### src/core/ccpu_pkg.sv
package ccpu_pkg;
    localparam int ADDR_W = 8;
    localparam logic [7:0] OFF_CTRL   = 8'h00;
    localparam logic [7:0] OFF_TIMER  = 8'h04;
    localparam logic [7:0] OFF_RELOAD = 8'h08;
    localparam logic [7:0] OFF_PRESC  = 8'h0C;
    localparam logic [7:0] OFF_CHCTRL = 8'h10;
    localparam logic [7:0] OFF_CAPCTL = 8'h14;
    localparam logic [7:0] OFF_IEN    = 8'h18;
    localparam logic [7:0] OFF_IFLAG  = 8'h1C;
    localparam logic [7:0] OFF_CMP0   = 8'h20;
    localparam logic [7:0] OFF_CAP0   = 8'h30;
    localparam logic [7:0] OFF_CAP1   = 8'h34;
    localparam logic [7:0] OFF_STATUS = 8'h38;
    // ctrl fields
    localparam int CTRL_MODE = 0;
    localparam int CTRL_DOWN = 2;
    localparam int CTRL_BYTE = 3;
    localparam int CTRL_RUN  = 4;
    localparam int CTRL_DIV  = 8;
    // channel control fields
    localparam int CH_EN   = 0;
    localparam int CH_POL  = 4;
    localparam int CH_PIN  = 8;
    localparam int CH_ALT  = 12;
    // capture control fields
    localparam int CAP_RISE = 0;
    localparam int CAP_FILT = 2;
    localparam int CAP_CNT  = 4;
    localparam int CNT_W    = 4;
    // flag positions: overflow, capture 0/1, compare A..D
    localparam int FL_OVF = 0;
    localparam int FL_CAP = 1;
    localparam int FL_CMP = 3;
    localparam int N_FLAG = 7;
    localparam int FILT_N = 4;
    localparam logic [15:0] TOP16 = 16'hFFFF;
    localparam logic [15:0] TOP8  = 16'h00FF;
    localparam logic [9:0]  PRE_TOP = 10'h3FF;
    typedef enum logic [1:0] {
        CCPU_BASIC = 2'b00,
        CCPU_ASYM  = 2'b01,
        CCPU_SYM   = 2'b10,
        CCPU_RSVD  = 2'b11
    } ccpu_mode_t;
endpackage

### src/core/ccpu_capture_in.sv
`timescale 1ns/1ns
module ccpu_capture_in #(
    parameter int CNT_W = 4
) (
    input  wire logic             pclk,
    input  wire logic             presetn,
    input  wire logic             pin,
    input  wire logic             rise_sel,
    input  wire logic             filt_en,
    input  wire logic [CNT_W-1:0] evt_cnt,
    output logic                  capture
);
    logic       s1_q, s2_q, lvl_q, lvl_d;
    logic [3:0] hist_q;
    logic [CNT_W-1:0] cnt_q;
    logic       edge_ok;

    always_ff @(posedge pclk or negedge presetn) begin
        if (!presetn) begin
            s1_q   <= 1'b0;
            s2_q   <= 1'b0;
            hist_q <= 4'h0;
        end else begin
            s1_q   <= pin;
            s2_q   <= s1_q;
            hist_q <= {hist_q[2:0], s2_q};
        end
    end

    // filter accepts a level only when four samples agree
    always_comb begin
        lvl_d = lvl_q;
        if (!filt_en)
            lvl_d = hist_q[0];
        else if (hist_q == 4'hF)
            lvl_d = 1'b1;
        else if (hist_q == 4'h0)
            lvl_d = 1'b0;
    end

    assign edge_ok = (lvl_d != lvl_q) && (lvl_d == rise_sel);

    always_ff @(posedge pclk or negedge presetn) begin
        if (!presetn) begin
            lvl_q   <= 1'b0;
            cnt_q   <= '0;
            capture <= 1'b0;
        end else begin
            lvl_q   <= lvl_d;
            capture <= 1'b0;
            if (edge_ok) begin
                if (cnt_q >= evt_cnt) begin
                    cnt_q   <= '0;
                    capture <= 1'b1;
                end else begin
                    cnt_q <= cnt_q + 1'b1;
                end
            end
        end
    end
endmodule // ccpu_capture_in

### src/core/ccpu_unit.sv
// Design decisions made here: the APB interface to the registers and the register addresses.
`timescale 1ns/1ns
module ccpu_unit (
    input  wire logic        pclk,
    input  wire logic        presetn,
    input  wire logic        psel,
    input  wire logic        penable,
    input  wire logic        pwrite,
    input  wire logic [7:0]  paddr,
    input  wire logic [31:0] pwdata,
    output logic [31:0]      prdata,
    output logic             pready,
    output logic             pslverr,
    input  wire logic [1:0]  cap_pin,
    input  wire logic        pll_clk_in,
    output logic             pll_ref_o,
    output logic [3:0]       pwm_o,
    output logic [3:0]       pwm_oe,
    output logic             irq_o
);
    ////////////////////////////////////////////////////////////////////
    logic [15:0] ctrl_q, chctrl_q, capctl_q;
    logic [15:0] tmr_q, tmr_d, reload_q, top;
    logic [9:0]  presc_q, pre_cnt_q;
    logic [15:0] cmp_q [4];
    logic [15:0] cap_q [2];
    logic [6:0]  ien_q, flag_q, flag_set;
    logic [3:0]  halt_q, pin_q, div_q;
    logic        sym_down_q, cycle_q, pll1_q, pll2_q, pll3_q;
    logic        unit_tick, pre_tick, wrap, apb_wr, apb_rd, map_hit;
    logic [1:0]  cap_evt;
    logic [3:0]  cmp_hit;
    ccpu_pkg::ccpu_mode_t mode;
    logic        count_down;

    assign mode   = ccpu_pkg::ccpu_mode_t'(ctrl_q[ccpu_pkg::CTRL_MODE +: 2]);
    assign apb_wr = psel && penable && pwrite;
    assign apb_rd = psel && !penable && !pwrite;
    assign top    = ctrl_q[ccpu_pkg::CTRL_BYTE] ? ccpu_pkg::TOP8
                                               : ccpu_pkg::TOP16;

    ////////////////////////////////////////////////////////////////////
    // pll reference divider and pll clock sampling
    always_ff @(posedge pclk or negedge presetn) begin
        if (!presetn) begin
            div_q     <= 4'h0;
            pll_ref_o <= 1'b0;
        end else if (div_q >= ctrl_q[ccpu_pkg::CTRL_DIV +: 4]) begin
            div_q     <= 4'h0;
            pll_ref_o <= 1'b1;
        end else begin
            div_q     <= div_q + 4'h1;
            pll_ref_o <= 1'b0;
        end
    end

    // the pll output is foreign to pclk: two flops before any use
    always_ff @(posedge pclk or negedge presetn) begin
        if (!presetn) begin
            pll1_q <= 1'b0;
            pll2_q <= 1'b0;
            pll3_q <= 1'b0;
        end else begin
            pll1_q <= pll_clk_in;
            pll2_q <= pll1_q;
            pll3_q <= pll2_q;
        end
    end

    // limitation: pll edges faster than pclk/2 are not seen
    assign unit_tick = ctrl_q[ccpu_pkg::CTRL_RUN] &&
        ((mode == ccpu_pkg::CCPU_BASIC) || (pll2_q && !pll3_q));

    ////////////////////////////////////////////////////////////////////
    // prescaler: counts up from the reload value to all ones
    always_ff @(posedge pclk or negedge presetn) begin
        if (!presetn)
            pre_cnt_q <= 10'h000;
        else if (unit_tick) begin
            if (pre_cnt_q == ccpu_pkg::PRE_TOP)
                pre_cnt_q <= presc_q;
            else
                pre_cnt_q <= pre_cnt_q + 10'h001;
        end
    end

    assign pre_tick = unit_tick && (pre_cnt_q == ccpu_pkg::PRE_TOP);

    ////////////////////////////////////////////////////////////////////
    // timer next value
    always_comb begin
        unique case (mode)
            ccpu_pkg::CCPU_ASYM: count_down = 1'b1;
            ccpu_pkg::CCPU_SYM:  count_down = sym_down_q;
            default: count_down = ctrl_q[ccpu_pkg::CTRL_DOWN];
        endcase
    end

    always_comb begin
        wrap  = 1'b0;
        tmr_d = tmr_q;
        if (mode == ccpu_pkg::CCPU_SYM) begin
            if (!sym_down_q)
                tmr_d = (tmr_q >= reload_q) ? tmr_q - 16'h0001
                                           : tmr_q + 16'h0001;
            else if (tmr_q == 16'h0000) begin
                tmr_d = 16'h0001;
                wrap  = 1'b1;
            end else
                tmr_d = tmr_q - 16'h0001;
        end else if (count_down) begin
            if (tmr_q == 16'h0000) begin
                tmr_d = reload_q & top;
                wrap  = 1'b1;
            end else
                tmr_d = tmr_q - 16'h0001;
        end else begin
            if (tmr_q >= top) begin
                tmr_d = reload_q & top;
                wrap  = 1'b1;
            end else
                tmr_d = tmr_q + 16'h0001;
        end
    end

    // a bus write to the timer wins over counting in the same cycle
    always_ff @(posedge pclk or negedge presetn) begin
        if (!presetn)
            tmr_q <= 16'h0000;
        else if (apb_wr && paddr == ccpu_pkg::OFF_TIMER)
            tmr_q <= pwdata[15:0] & top;
        else if (pre_tick)
            tmr_q <= tmr_d;
    end

    always_ff @(posedge pclk or negedge presetn) begin
        if (!presetn) begin
            sym_down_q <= 1'b0;
            cycle_q    <= 1'b0;
        end else if (pre_tick) begin
            if (mode == ccpu_pkg::CCPU_SYM) begin
                if (!sym_down_q && tmr_q >= reload_q)
                    sym_down_q <= 1'b1;
                else if (sym_down_q && tmr_q == 16'h0000)
                    sym_down_q <= 1'b0;
            end
            if (wrap)
                cycle_q <= ~cycle_q;
        end
    end

    ////////////////////////////////////////////////////////////////////
    // compare channels
    genvar gi;
    generate
        for (gi = 0; gi < 4; gi++) begin : g_ch
            logic en, alt, gate;
            assign en = chctrl_q[ccpu_pkg::CH_EN + gi];
            assign alt = chctrl_q[ccpu_pkg::CH_ALT + gi/2] &&
                         (mode == ccpu_pkg::CCPU_ASYM);
            assign gate = !alt || (cycle_q == 1'(gi % 2));
            assign cmp_hit[gi] = en && pre_tick &&
                (tmr_d == (cmp_q[gi] & top));

            // halt value changes only on compare or reload events
            always_ff @(posedge pclk or negedge presetn) begin
                if (!presetn)
                    halt_q[gi] <= 1'b0;
                else if (cmp_hit[gi]) begin
                    unique case (mode)
                        ccpu_pkg::CCPU_BASIC: halt_q[gi] <= ~halt_q[gi];
                        ccpu_pkg::CCPU_ASYM:  halt_q[gi] <= 1'b0;
                        ccpu_pkg::CCPU_SYM:   halt_q[gi] <= sym_down_q;
                        default:              halt_q[gi] <= halt_q[gi];
                    endcase
                end else if (en && pre_tick && wrap &&
                             mode == ccpu_pkg::CCPU_ASYM)
                    halt_q[gi] <= 1'b1;
            end

            always_ff @(posedge pclk or negedge presetn) begin
                if (!presetn) begin
                    pwm_o[gi]  <= 1'b0;
                    pwm_oe[gi] <= 1'b0;
                end else begin
                    pwm_o[gi]  <= gate && (halt_q[gi] ^
                        chctrl_q[ccpu_pkg::CH_POL + gi]);
                    pwm_oe[gi] <= en &&
                        chctrl_q[ccpu_pkg::CH_PIN + gi];
                end
            end
        end
    endgenerate

    assign pin_q = halt_q;

    ////////////////////////////////////////////////////////////////////
    // capture inputs
    generate
        for (gi = 0; gi < 2; gi++) begin : g_cap
            ccpu_capture_in #(.CNT_W(ccpu_pkg::CNT_W)) u_cap (
                .pclk     (pclk),
                .presetn  (presetn),
                .pin      (cap_pin[gi]),
                .rise_sel (capctl_q[ccpu_pkg::CAP_RISE + gi]),
                .filt_en  (capctl_q[ccpu_pkg::CAP_FILT + gi]),
                .evt_cnt  (capctl_q[ccpu_pkg::CAP_CNT +
                                    gi*ccpu_pkg::CNT_W +: ccpu_pkg::CNT_W]),
                .capture  (cap_evt[gi])
            );

            always_ff @(posedge pclk or negedge presetn) begin
                if (!presetn)
                    cap_q[gi] <= 16'h0000;
                else if (cap_evt[gi])
                    cap_q[gi] <= tmr_q;
            end
        end
    endgenerate

    ////////////////////////////////////////////////////////////////////
    // flags: write one to clear, a new event in the same cycle wins
    assign flag_set = {cmp_hit, cap_evt, pre_tick && wrap};

    always_ff @(posedge pclk or negedge presetn) begin
        if (!presetn)
            flag_q <= 7'h00;
        else if (apb_wr && paddr == ccpu_pkg::OFF_IFLAG)
            flag_q <= (flag_q & ~pwdata[6:0]) | flag_set;
        else
            flag_q <= flag_q | flag_set;
    end

    always_ff @(posedge pclk or negedge presetn) begin
        if (!presetn)
            irq_o <= 1'b0;
        else
            irq_o <= |(flag_q & ien_q);
    end

    ////////////////////////////////////////////////////////////////////
    // register writes
    always_ff @(posedge pclk or negedge presetn) begin
        if (!presetn) begin
            ctrl_q   <= 16'h0000;
            reload_q <= 16'h0000;
            presc_q  <= 10'h000;
            chctrl_q <= 16'h0000;
            capctl_q <= 16'h0000;
            ien_q    <= 7'h00;
            for (int i = 0; i < 4; i++)
                cmp_q[i] <= 16'h0000;
        end else if (apb_wr) begin
            unique case (paddr)
                ccpu_pkg::OFF_CTRL:   ctrl_q   <= pwdata[15:0];
                ccpu_pkg::OFF_RELOAD: reload_q <= pwdata[15:0];
                ccpu_pkg::OFF_PRESC:  presc_q  <= pwdata[9:0];
                ccpu_pkg::OFF_CHCTRL: chctrl_q <= pwdata[15:0];
                ccpu_pkg::OFF_CAPCTL: capctl_q <= pwdata[15:0];
                ccpu_pkg::OFF_IEN:    ien_q    <= pwdata[6:0];
                default: begin
                    for (int i = 0; i < 4; i++)
                        if (paddr == ccpu_pkg::OFF_CMP0 + 8'(4 * i))
                            cmp_q[i] <= pwdata[15:0];
                end
            endcase
        end
    end

    ////////////////////////////////////////////////////////////////////
    // apb read: data latched in setup so 16-bit values read whole
    always_comb begin
        map_hit = 1'b1;
        unique case (paddr)
            ccpu_pkg::OFF_CTRL, ccpu_pkg::OFF_TIMER, ccpu_pkg::OFF_RELOAD,
            ccpu_pkg::OFF_PRESC, ccpu_pkg::OFF_CHCTRL, ccpu_pkg::OFF_CAPCTL,
            ccpu_pkg::OFF_IEN, ccpu_pkg::OFF_IFLAG, ccpu_pkg::OFF_CAP0,
            ccpu_pkg::OFF_CAP1, ccpu_pkg::OFF_STATUS: map_hit = 1'b1;
            default: map_hit = (paddr >= ccpu_pkg::OFF_CMP0) &&
                               (paddr <= ccpu_pkg::OFF_CMP0 + 8'h0C) &&
                               (paddr[1:0] == 2'b00);
        endcase
    end

    always_ff @(posedge pclk or negedge presetn) begin
        if (!presetn)
            prdata <= 32'h0000_0000;
        else if (apb_rd) begin
            unique case (paddr)
                ccpu_pkg::OFF_CTRL:   prdata <= {16'h0000, ctrl_q};
                ccpu_pkg::OFF_TIMER:  prdata <= {16'h0000, tmr_q};
                ccpu_pkg::OFF_RELOAD: prdata <= {16'h0000, reload_q};
                ccpu_pkg::OFF_PRESC:  prdata <= {22'h000000, presc_q};
                ccpu_pkg::OFF_CHCTRL: prdata <= {16'h0000, chctrl_q};
                ccpu_pkg::OFF_CAPCTL: prdata <= {16'h0000, capctl_q};
                ccpu_pkg::OFF_IEN:    prdata <= {25'h0000000, ien_q};
                ccpu_pkg::OFF_IFLAG:  prdata <= {25'h0000000, flag_q};
                ccpu_pkg::OFF_CAP0:   prdata <= {16'h0000, cap_q[0]};
                ccpu_pkg::OFF_CAP1:   prdata <= {16'h0000, cap_q[1]};
                ccpu_pkg::OFF_STATUS:
                    prdata <= {26'h0000000, cycle_q, count_down, pin_q};
                default: begin
                    prdata <= 32'h0000_0000;
                    for (int i = 0; i < 4; i++)
                        if (paddr == ccpu_pkg::OFF_CMP0 + 8'(4 * i))
                            prdata <= {16'h0000, cmp_q[i]};
                end
            endcase
        end
    end

    // zero wait states: ready and error follow the setup cycle
    always_ff @(posedge pclk or negedge presetn) begin
        if (!presetn) begin
            pready  <= 1'b0;
            pslverr <= 1'b0;
        end else begin
            pready  <= psel && !penable;
            pslverr <= psel && !penable && !map_hit;
        end
    end
endmodule // ccpu_unit

### config.mk
export PLATFORM = sky130hd
export DESIGN_NAME = ccpu_unit
export DESIGN_NICKNAME = d
export VERILOG_FILES = /design/src/core/ccpu_pkg.sv /design/src/core/ccpu_capture_in.sv /design/src/core/ccpu_unit.sv
export SDC_FILE = /design/constraint.sdc
export NUM_CORES = 1
export LEC_CHECK = 0
export BUFFER_PORTS_ARGS = -buffer_cell sky130_fd_sc_hd__buf_2
export CAP_MARGIN = 20
export CORE_MARGIN = 4
export CORE_UTILIZATION = 35
export DETAILED_ROUTE_END_ITERATION = 8
export PLACE_DENSITY = 0.58
export SYNTH_ARGS = -nofsm -noshare
export SYNTH_HDL_FRONTEND = slang
export SYNTH_SLANG_ARGS = --single-unit
### constraint.sdc
create_clock -name pclk -period 4.5 [get_ports pclk]
set_clock_uncertainty 0.05 [all_clocks]
set_input_delay 0.9 -clock pclk [delete_from_list [all_inputs] [get_ports pclk]]
set_output_delay 0.9 -clock pclk [all_outputs]
set_load 0.05 [all_outputs]
# Yosys cells after proc, flatten, opt, wreduce, memory -nomap -nowiden

Index checks and enable logic that the tools add are counted.

Bits in registers: 291
Input bits: 48
Output and inout bits: 44
Logic and storage cells: 253

Add/sub/neg operators: 6
Order comparisons: 7
Equality and inequality tests: 31
Mux-type cells: 52
Bitwise logic cells: 21
Reduce and logical (&&, ||, !) cells: 86

Operators with widths:

| cell                                                                  | count |
|---|---|
| 32-bit case mux with 11 select lines                                  | 1 |
| 16-bit 2-to-1 mux                                                     | 11 |
| 16-bit bitwise AND                                                    | 6 |
| 32-bit 2-to-1 mux                                                     | 3 |
| 16-bit == test                                                        | 4 |
| 8-bit by 6-bit == test with 1-bit output (second input constant)      | 7 |
| 1-bit logical AND                                                     | 43 |
| 8-bit by 5-bit == test with 1-bit output (second input constant)      | 4 |
| 16-bit >= comparator                                                  | 2 |
| 1-bit 2-to-1 mux                                                      | 27 |
| 2-bit AND reduction                                                   | 11 |
| 16-bit by 1-bit adder with 16-bit output (second input constant)      | 1 |
| 8-bit by 4-bit == test with 1-bit output (second input constant)      | 2 |
| 16-bit zero test                                                      | 1 |
| 4-bit by 1-bit != test with 1-bit output (second input constant)      | 4 |
| 16-bit by 1-bit subtractor with 16-bit output (second input constant) | 1 |
| 3-bit AND reduction                                                   | 5 |
| 7-bit bitwise AND                                                     | 2 |
| 7-bit OR                                                              | 2 |
| 4-bit by 1-bit adder with 4-bit output (second input constant)        | 3 |
| 4-bit >= comparator                                                   | 3 |
| 4-bit 2-to-1 mux                                                      | 3 |
| 1-bit case mux with 3 select lines                                    | 4 |
| 2-bit nonzero test                                                    | 6 |
| other kinds (24)                                                      | 47 |

# Depth between registers and ports, before layout

Word-level depth: 10
Mapped depth: 15
Depth with buffers taken out: 12

# Cells and area by module

Synthesis repeated with hierarchy kept, for this count alone.

Cell total of the unflattened synthesis: 1540
Area total of the unflattened synthesis: 15823.9 um^2

Modules (own cells, without submodules):

| module          | instances | cells an instance | area each (um^2) | sequential area each (um^2) |
|---|---|---|---|---|
| ccpu_unit       | 1         | 1436              | 14672.8          | 6281.0 |
| ccpu_capture_in | 2         | 52                | 575.6            | 300.3 |

# Worst setup path before layout

No wires, ideal clock.

Path kind: register to register
From: register ctrl_q[3]
To: register halt_q[2]
Setup time: 0.126 ns
Arrival time: 3.597 ns
Required time: 4.324 ns
Slack: 0.727 ns
Stages on the path, launching flop included: 13
Buffers on the path: 1
Clock period less this slack: 3.773 ns
Path through: dfrtp_1 ha_1 nand4_1 nor2_1 a221oi_2 clkbuf_1 a211oi_1 o21a_1 nor3_1 xnor2_1 nand4_1 or4_4 mux2i_1

Cells in the longest elaborated chain, start to end: 9
Elaborated cells between the ends (all ways): 19
Classes of those cells: 1 x order compare; 2 x eq/ne; 9 x mux; 2 x bitwise; 5 x reduce/logical

RTL lines:

| element                                                                                         | RTL line                                             | text |
|---|---|---|
| from (decl)                                                                                     | ccpu_unit.sv:22                                      | `logic [15:0] ctrl_q, chctrl_q, capctl_q;` |
| from (signal assigned)                                                                          | ccpu_unit.sv:255                                     | `ccpu_pkg::OFF_CTRL: ctrl_q <= pwdata[15:0];` |
| 16-bit 2-to-1 mux *                                                                             | ccpu_unit.sv:39                                      | `assign top = ctrl_q[ccpu_pkg::CTRL_BYTE] ? ccpu_pkg::TOP8` |
| 16-bit >= comparator or 16-bit bitwise AND (tied branches)                                      | ccpu_unit.sv:118, ccpu_unit.sv:113, ccpu_unit.sv:119 |  |
| 16-bit 2-to-1 mux, or another cell as far along                                                 | ccpu_unit.sv:118                                     | `if (tmr_q >= top) begin` |
| 16-bit 2-to-1 mux or 1-bit 2-to-1 mux (tied branches)                                           | ccpu_unit.sv:111                                     | `end else if (count_down) begin` |
| 16-bit 2-to-1 mux or 1-bit 2-to-1 mux (tied branches)                                           | ccpu_unit.sv:102                                     | `if (mode == ccpu_pkg::CCPU_SYM) begin` |
| 16-bit == test or 1-bit logical AND (tied branches)                                             | ccpu_unit.sv:163, ccpu_unit.sv:176                   |  |
| 1-bit logical AND, on equally long branches                                                     | ccpu_unit.sv:162, ccpu_unit.sv:176                   |  |
| 4-bit by 1-bit != test with 1-bit output (no source line) or 2-bit nonzero test (tied branches) | -                                                    |  |
| 2-bit AND reduction (no source line)                                                            | -                                                    |  |
| to (signal, indexed assignment)                                                                 | ccpu_unit.sv:171                                     | `ccpu_pkg::CCPU_BASIC: halt_q[gi] <= ~halt_q[gi];` |
| to (signal, indexed assignment)                                                                 | ccpu_unit.sv:173                                     | `ccpu_pkg::CCPU_SYM: halt_q[gi] <= sym_down_q;` |
| to (signal, indexed assignment)                                                                 | ccpu_unit.sv:174                                     | `default: halt_q[gi] <= halt_q[gi];` |
| to (decl)                                                                                       | ccpu_unit.sv:28                                      | `logic [3:0] halt_q, pin_q, div_q;` |

Every way passes the cells marked *; elsewhere a longest branch is shown, timed or not.
A chain may end at the register's enable or synchronous reset.

# Worst setup path in the final report

From: register tmr_q[15]
To: register flag_q[4]

Cells in the longest elaborated chain, start to end: 8
Elaborated cells between the ends (all ways): 17
Classes of those cells: 2 x add/sub; 2 x order compare; 1 x eq/ne; 8 x mux; 2 x bitwise; 2 x reduce/logical

RTL lines:

| element                                                                | RTL line                           | text |
|---|---|---|
| from (decl)                                                            | ccpu_unit.sv:23                    | `logic [15:0] tmr_q, tmr_d, reload_q, top;` |
| from (signal assigned)                                                 | ccpu_unit.sv:131                   | `tmr_q <= pwdata[15:0] & top;` |
| from (signal assigned)                                                 | ccpu_unit.sv:133                   | `tmr_q <= tmr_d;` |
| 16-bit by 1-bit adder with 16-bit output, or another cell as far along | ccpu_unit.sv:105, ccpu_unit.sv:122 |  |
| 16-bit 2-to-1 mux, on equally long branches                            | -                                  |  |
| 16-bit 2-to-1 mux, on equally long branches                            | ccpu_unit.sv:111, ccpu_unit.sv:103 |  |
| 16-bit 2-to-1 mux *                                                    | ccpu_unit.sv:102                   |  |
| 16-bit == test *                                                       | ccpu_unit.sv:163                   | `(tmr_d == (cmp_q[gi] & top));` |
| 1-bit logical AND *                                                    | ccpu_unit.sv:162                   | `assign cmp_hit[gi] = en && pre_tick &&` |
| 7-bit OR, on equally long branches                                     | ccpu_unit.sv:231, ccpu_unit.sv:229 |  |
| 7-bit 2-to-1 mux *                                                     | ccpu_unit.sv:228                   | `else if (apb_wr && paddr == ccpu_pkg::OFF_IFLAG)` |
| to (signal assigned)                                                   | ccpu_unit.sv:229                   | `flag_q <= (flag_q & ~pwdata[6:0]) \| flag_set;` |
| to (signal assigned)                                                   | ccpu_unit.sv:231                   | `flag_q <= flag_q \| flag_set;` |
| to (decl)                                                              | ccpu_unit.sv:27                    | `logic [6:0] ien_q, flag_q, flag_set;` |

Marks and branches as above.

==> results.sh <==
export IMPL_status="complete, no violations"
export IMPL_design_area_sq_mm=0.0189
export IMPL_maxSlewViolCount=0
export IMPL_setup_viol=0
export IMPL_ys_flop_type="dfrtp_1"
export IMPL_dp_final_hpwl_um=45100
export IMPL_synth_warnings=0
export IMPL_cts_tree="done"
export IMPL_vdd_drop_max_mv=0.339
export IMPL_nFillCells=4465
export IMPL_buffer_ports_inserted=59
export IMPL_fmax_ghz=0.234
export IMPL_grtUsageMet1=0.337
export IMPL_fin_crit_sh=0.949
export IMPL_synth_area_top_cells="dfrtp_1, mux2_2, ha_1, a22oi_1, nand2_1"
export IMPL_async_flop_share=1.00
export IMPL_synth_most_common_cell="dfrtp_1"
export IMPL_antenna_found_initial=1
export IMPL_hold_viol=0
export IMPL_vias_per_cell=6.07
export IMPL_syn2layout_area_growth_pct=16.9
export IMPL_grtUsageMet3=0.0324
export IMPL_grt_max_degree=122
export IMPL_grt_pass1_wl_um=89300
export IMPL_ys_ff_latch=275
export IMPL_worstMarginPinSlew_ns=1.17
export IMPL_die_w_um=223
export IMPL_hold_depth=0
export IMPL_boundaryPins=92
export IMPL_placed_area_sq_mm=0.0177
export IMPL_reg2reg_slack_ns=0.23
export IMPL_yosys_area_top_type_share=0.427
export IMPL_gp_congestion=0.966
export IMPL_start_util=0.355
export IMPL_cts_max_level=1
export IMPL_gr_total_overflow=0
export IMPL_clock_path_buffers=3
export IMPL_min_period_ns=4.27
export IMPL_design_die_area_sq_mm=0.0496
export IMPL_layout_drive_gt1_share=0.276
export IMPL_clk_latency_ns=0.57
export IMPL_power_total_mw=6.45
export IMPL_ys_types=99
export IMPL_maxCapViolations=0
export IMPL_worstRegToRegCells=13
export IMPL_avgSynthCellArea_sq_um=10.3
export IMPL_coreArea_sq_mm=0.0455
export IMPL_cp_end_kind="flip-flop"
export IMPL_synthTopCellsByCount="dfrtp_1, mux2_2, nand2_1, nor2_1, o21ai_0"
export IMPL_hold_slack_ns=0.297
export IMPL_routedWlPerCell_um=25.9
export IMPL_cts_root_buf="clkbuf_16"
export IMPL_tns_ns=0
export IMPL_cp_max_fo=7
export IMPL_hold_class="reg2reg"
export IMPL_rsz0062_at_grt="no"
export IMPL_grt_use_total=0.234
export IMPL_synthCells=1562
export IMPL_power_leakage_nw=8.16
export IMPL_wirelength_um=59900
export IMPL_ys_seq_area_frac=0.427
export IMPL_p_per_area_mw_per_mm2=342
export IMPL_setup_slack_ns=0.228
export IMPL_num_vias=14038
export IMPL_pre_cts_ws_ns=0.212
export IMPL_min_to="pll2_q$_DFF_PN0_"
export IMPL_startpoint_type="flip-flop"
export IMPL_cts_sinks=275
export IMPL_ant_nets=0
export IMPL_cts_made_buffers=29
export IMPL_nets=1783
export IMPL_reg2reg_from="tmr_q[15]$_DFFE_PN0P_"
export IMPL_r2r_end="flag_q[4]$_DFF_PN0_"
export IMPL_grtUsageMet2=0.374
export IMPL_drtIter0Drc=1578
export IMPL_chipHeight_um=223
export IMPL_busiest_layer="met2"
export IMPL_hp_start="pll1_q$_DFF_PN0_"
export IMPL_ctsHoldBuffers=0
export IMPL_cp_data_required_time_ns=4.96
export IMPL_synth_edf_count=0
export IMPL_synth_top_cell_by_area="dfrtp_1"
export IMPL_dr_pass1_iters=6
export IMPL_slew_headroom=0.219
export IMPL_num_rows=78
export IMPL_drcViolationCount=0
export IMPL_clk_pin_slew_worst_paths_ns=0.07
export IMPL_cp_arrival_ns=4.73
export IMPL_grt_pass1_vias=13647
export IMPL_syn_area_sq_mm=0.0161
export IMPL_path_class="reg2reg"
## through the flow
stage / std cells / utilization
floorplan: 1577 / -
global placement: 2257 / 0.390
detailed placement: 2258 / 0.390
CTS: 2312 / 0.414
global route: 2312 / 0.415
finish: 2313 / 0.415
## worst max-delay path by stage
stage / from / slack [ns] / cells past startpoint / end
2_1_floorplan: ctrl_q[3]$_DFFE_PN0P_ / 0.73 / 12 / halt_q[2]$_DFFE_PN0P_
3_3_place_gp: tmr_q[15]$_DFFE_PN0P_ / 0.26 / 13 / halt_q[0]$_DFFE_PN0P_
3_5_place_dp: tmr_q[15]$_DFFE_PN0P_ / 0.21 / 13 / halt_q[0]$_DFFE_PN0P_
4_1_cts: ctrl_q[3]$_DFFE_PN0P_ / 0.18 / 13 / flag_q[4]$_DFF_PN0_
5_1_grt: tmr_q[15]$_DFFE_PN0P_ / 0.005 / 11 / halt_q[2]$_DFFE_PN0P_
6_report: tmr_q[15]$_DFFE_PN0P_ / 0.23 / 13 / flag_q[4]$_DFF_PN0_
## area by class of cell
| type | instances | area [sq um] | share of cell area |
|---|---|---|---|
| diodes | 1 | 2.50 | 0.000133 |
| clock buffers | 40 | 857 | 0.0454 |
| flip-flops and latches | 275 | 6880 | 0.365 |
| well taps | 600 | 751 | 0.0398 |
| inverters | 49 | 184 | 0.00975 |
| repair buffers | 181 | 1270 | 0.0671 |
| clock inverters | 14 | 236 | 0.0125 |
| multi-input cells | 1153 | 8690 | 0.461 |
## state kept, by name, summed over array words and instances (netlist names), 2 cells and up
register             flops
reload_q                16
prdata                  16
halt_q                   4
flag_q                   7
g_cap.u_cap.s2_q         2
capctl_q                16
ctrl_q                  16
presc_q                 10
pwm_oe                   4
g_cap.u_cap.s1_q         2
chctrl_q                16
cmp_q                   64
pre_cnt_q               10
tmr_q                   16
ien_q                    7
g_cap.u_cap.hist_q       8
g_cap.u_cap.capture      2
cap_q                   32
g_cap.u_cap.cnt_q        8
pwm_o                    4
div_q                    4
g_cap.u_cap.lvl_q        2
## where the power goes
group	internal [mW]	switching (mW)
combinational	0.406	0.717
sequential	2.54	0.0716
clock	1.68	1.04
total	4.62	1.83
## layer usage
| metal | part of all wire | up-vias | routed length (um) |
|---|---|---|---|
| met5 | 0 | - | 0 |
| met4 | 0.025 | 0 | 1500 |
| met3 | 0.083 | 83 | 4940 |
| met2 | 0.46 | 662 | 27400 |
| met1 | 0.43 | 7119 | 26000 |
| li1 | - | 6174 | - |
## cells by family (layout without fill, tap and decap cells)
| group | count (synthesis) | in the layout | synth area share |
|---|---|---|---|
| xor+xnor | 51 | 51 | 0.0277 |
| buf+inv | 149 | 284 | 0.0413 |
| other cells | 1 | 17 | 0.000232 |
| fa+ha+maj | 46 | 46 | 0.0357 |
| compound gates | 402 | 402 | 0.183 |
| simple gates | 444 | 444 | 0.152 |
| mux | 194 | 194 | 0.134 |
| flops | 275 | 275 | 0.427 |
## placed cells by master, fill, tap and decap left out, drive strengths merged, types with 13 or more instances in the layout
cell type / count
and3: 18
dfrtp: 275
a22oi: 50
o21ai: 73
a221oi: 26
and2: 14
nor2: 90
inv: 51
mux2i: 16
ha: 46
mux2: 178
nand3: 54
xnor2: 31
xor2: 20
a222oi: 19
conb: 16
or3: 13
nand2: 97
buf: 181
a21oi: 64
nor4: 26
nand4: 41
a21o: 17
nor3: 33
a31oi: 29
clkbuf: 40
## worst max-delay path, stage by stage, from the launching register on
cell      delay [ns]
dfrtp_1         0.49
ha_1            0.38
nand4_1         0.24
nor3_2          0.24
buf_4           0.17
and2_0          0.40
nor2_1          0.09
o311ai_1        0.60
and2_1          0.26
xor2_1          0.11
or4_4           0.56
nor4_4          0.35
buf_4           0.17
a21o_1          0.08
## repair_timing
| item | 4_1_cts | 5_1_grt |
|---|---|---|
| setup endpoints to repair | 0 | 5 |
| setup buffers | 0 | 0 |
| gates resized for setup | 0 | 7 |
(Power assumes the default switching activity.)
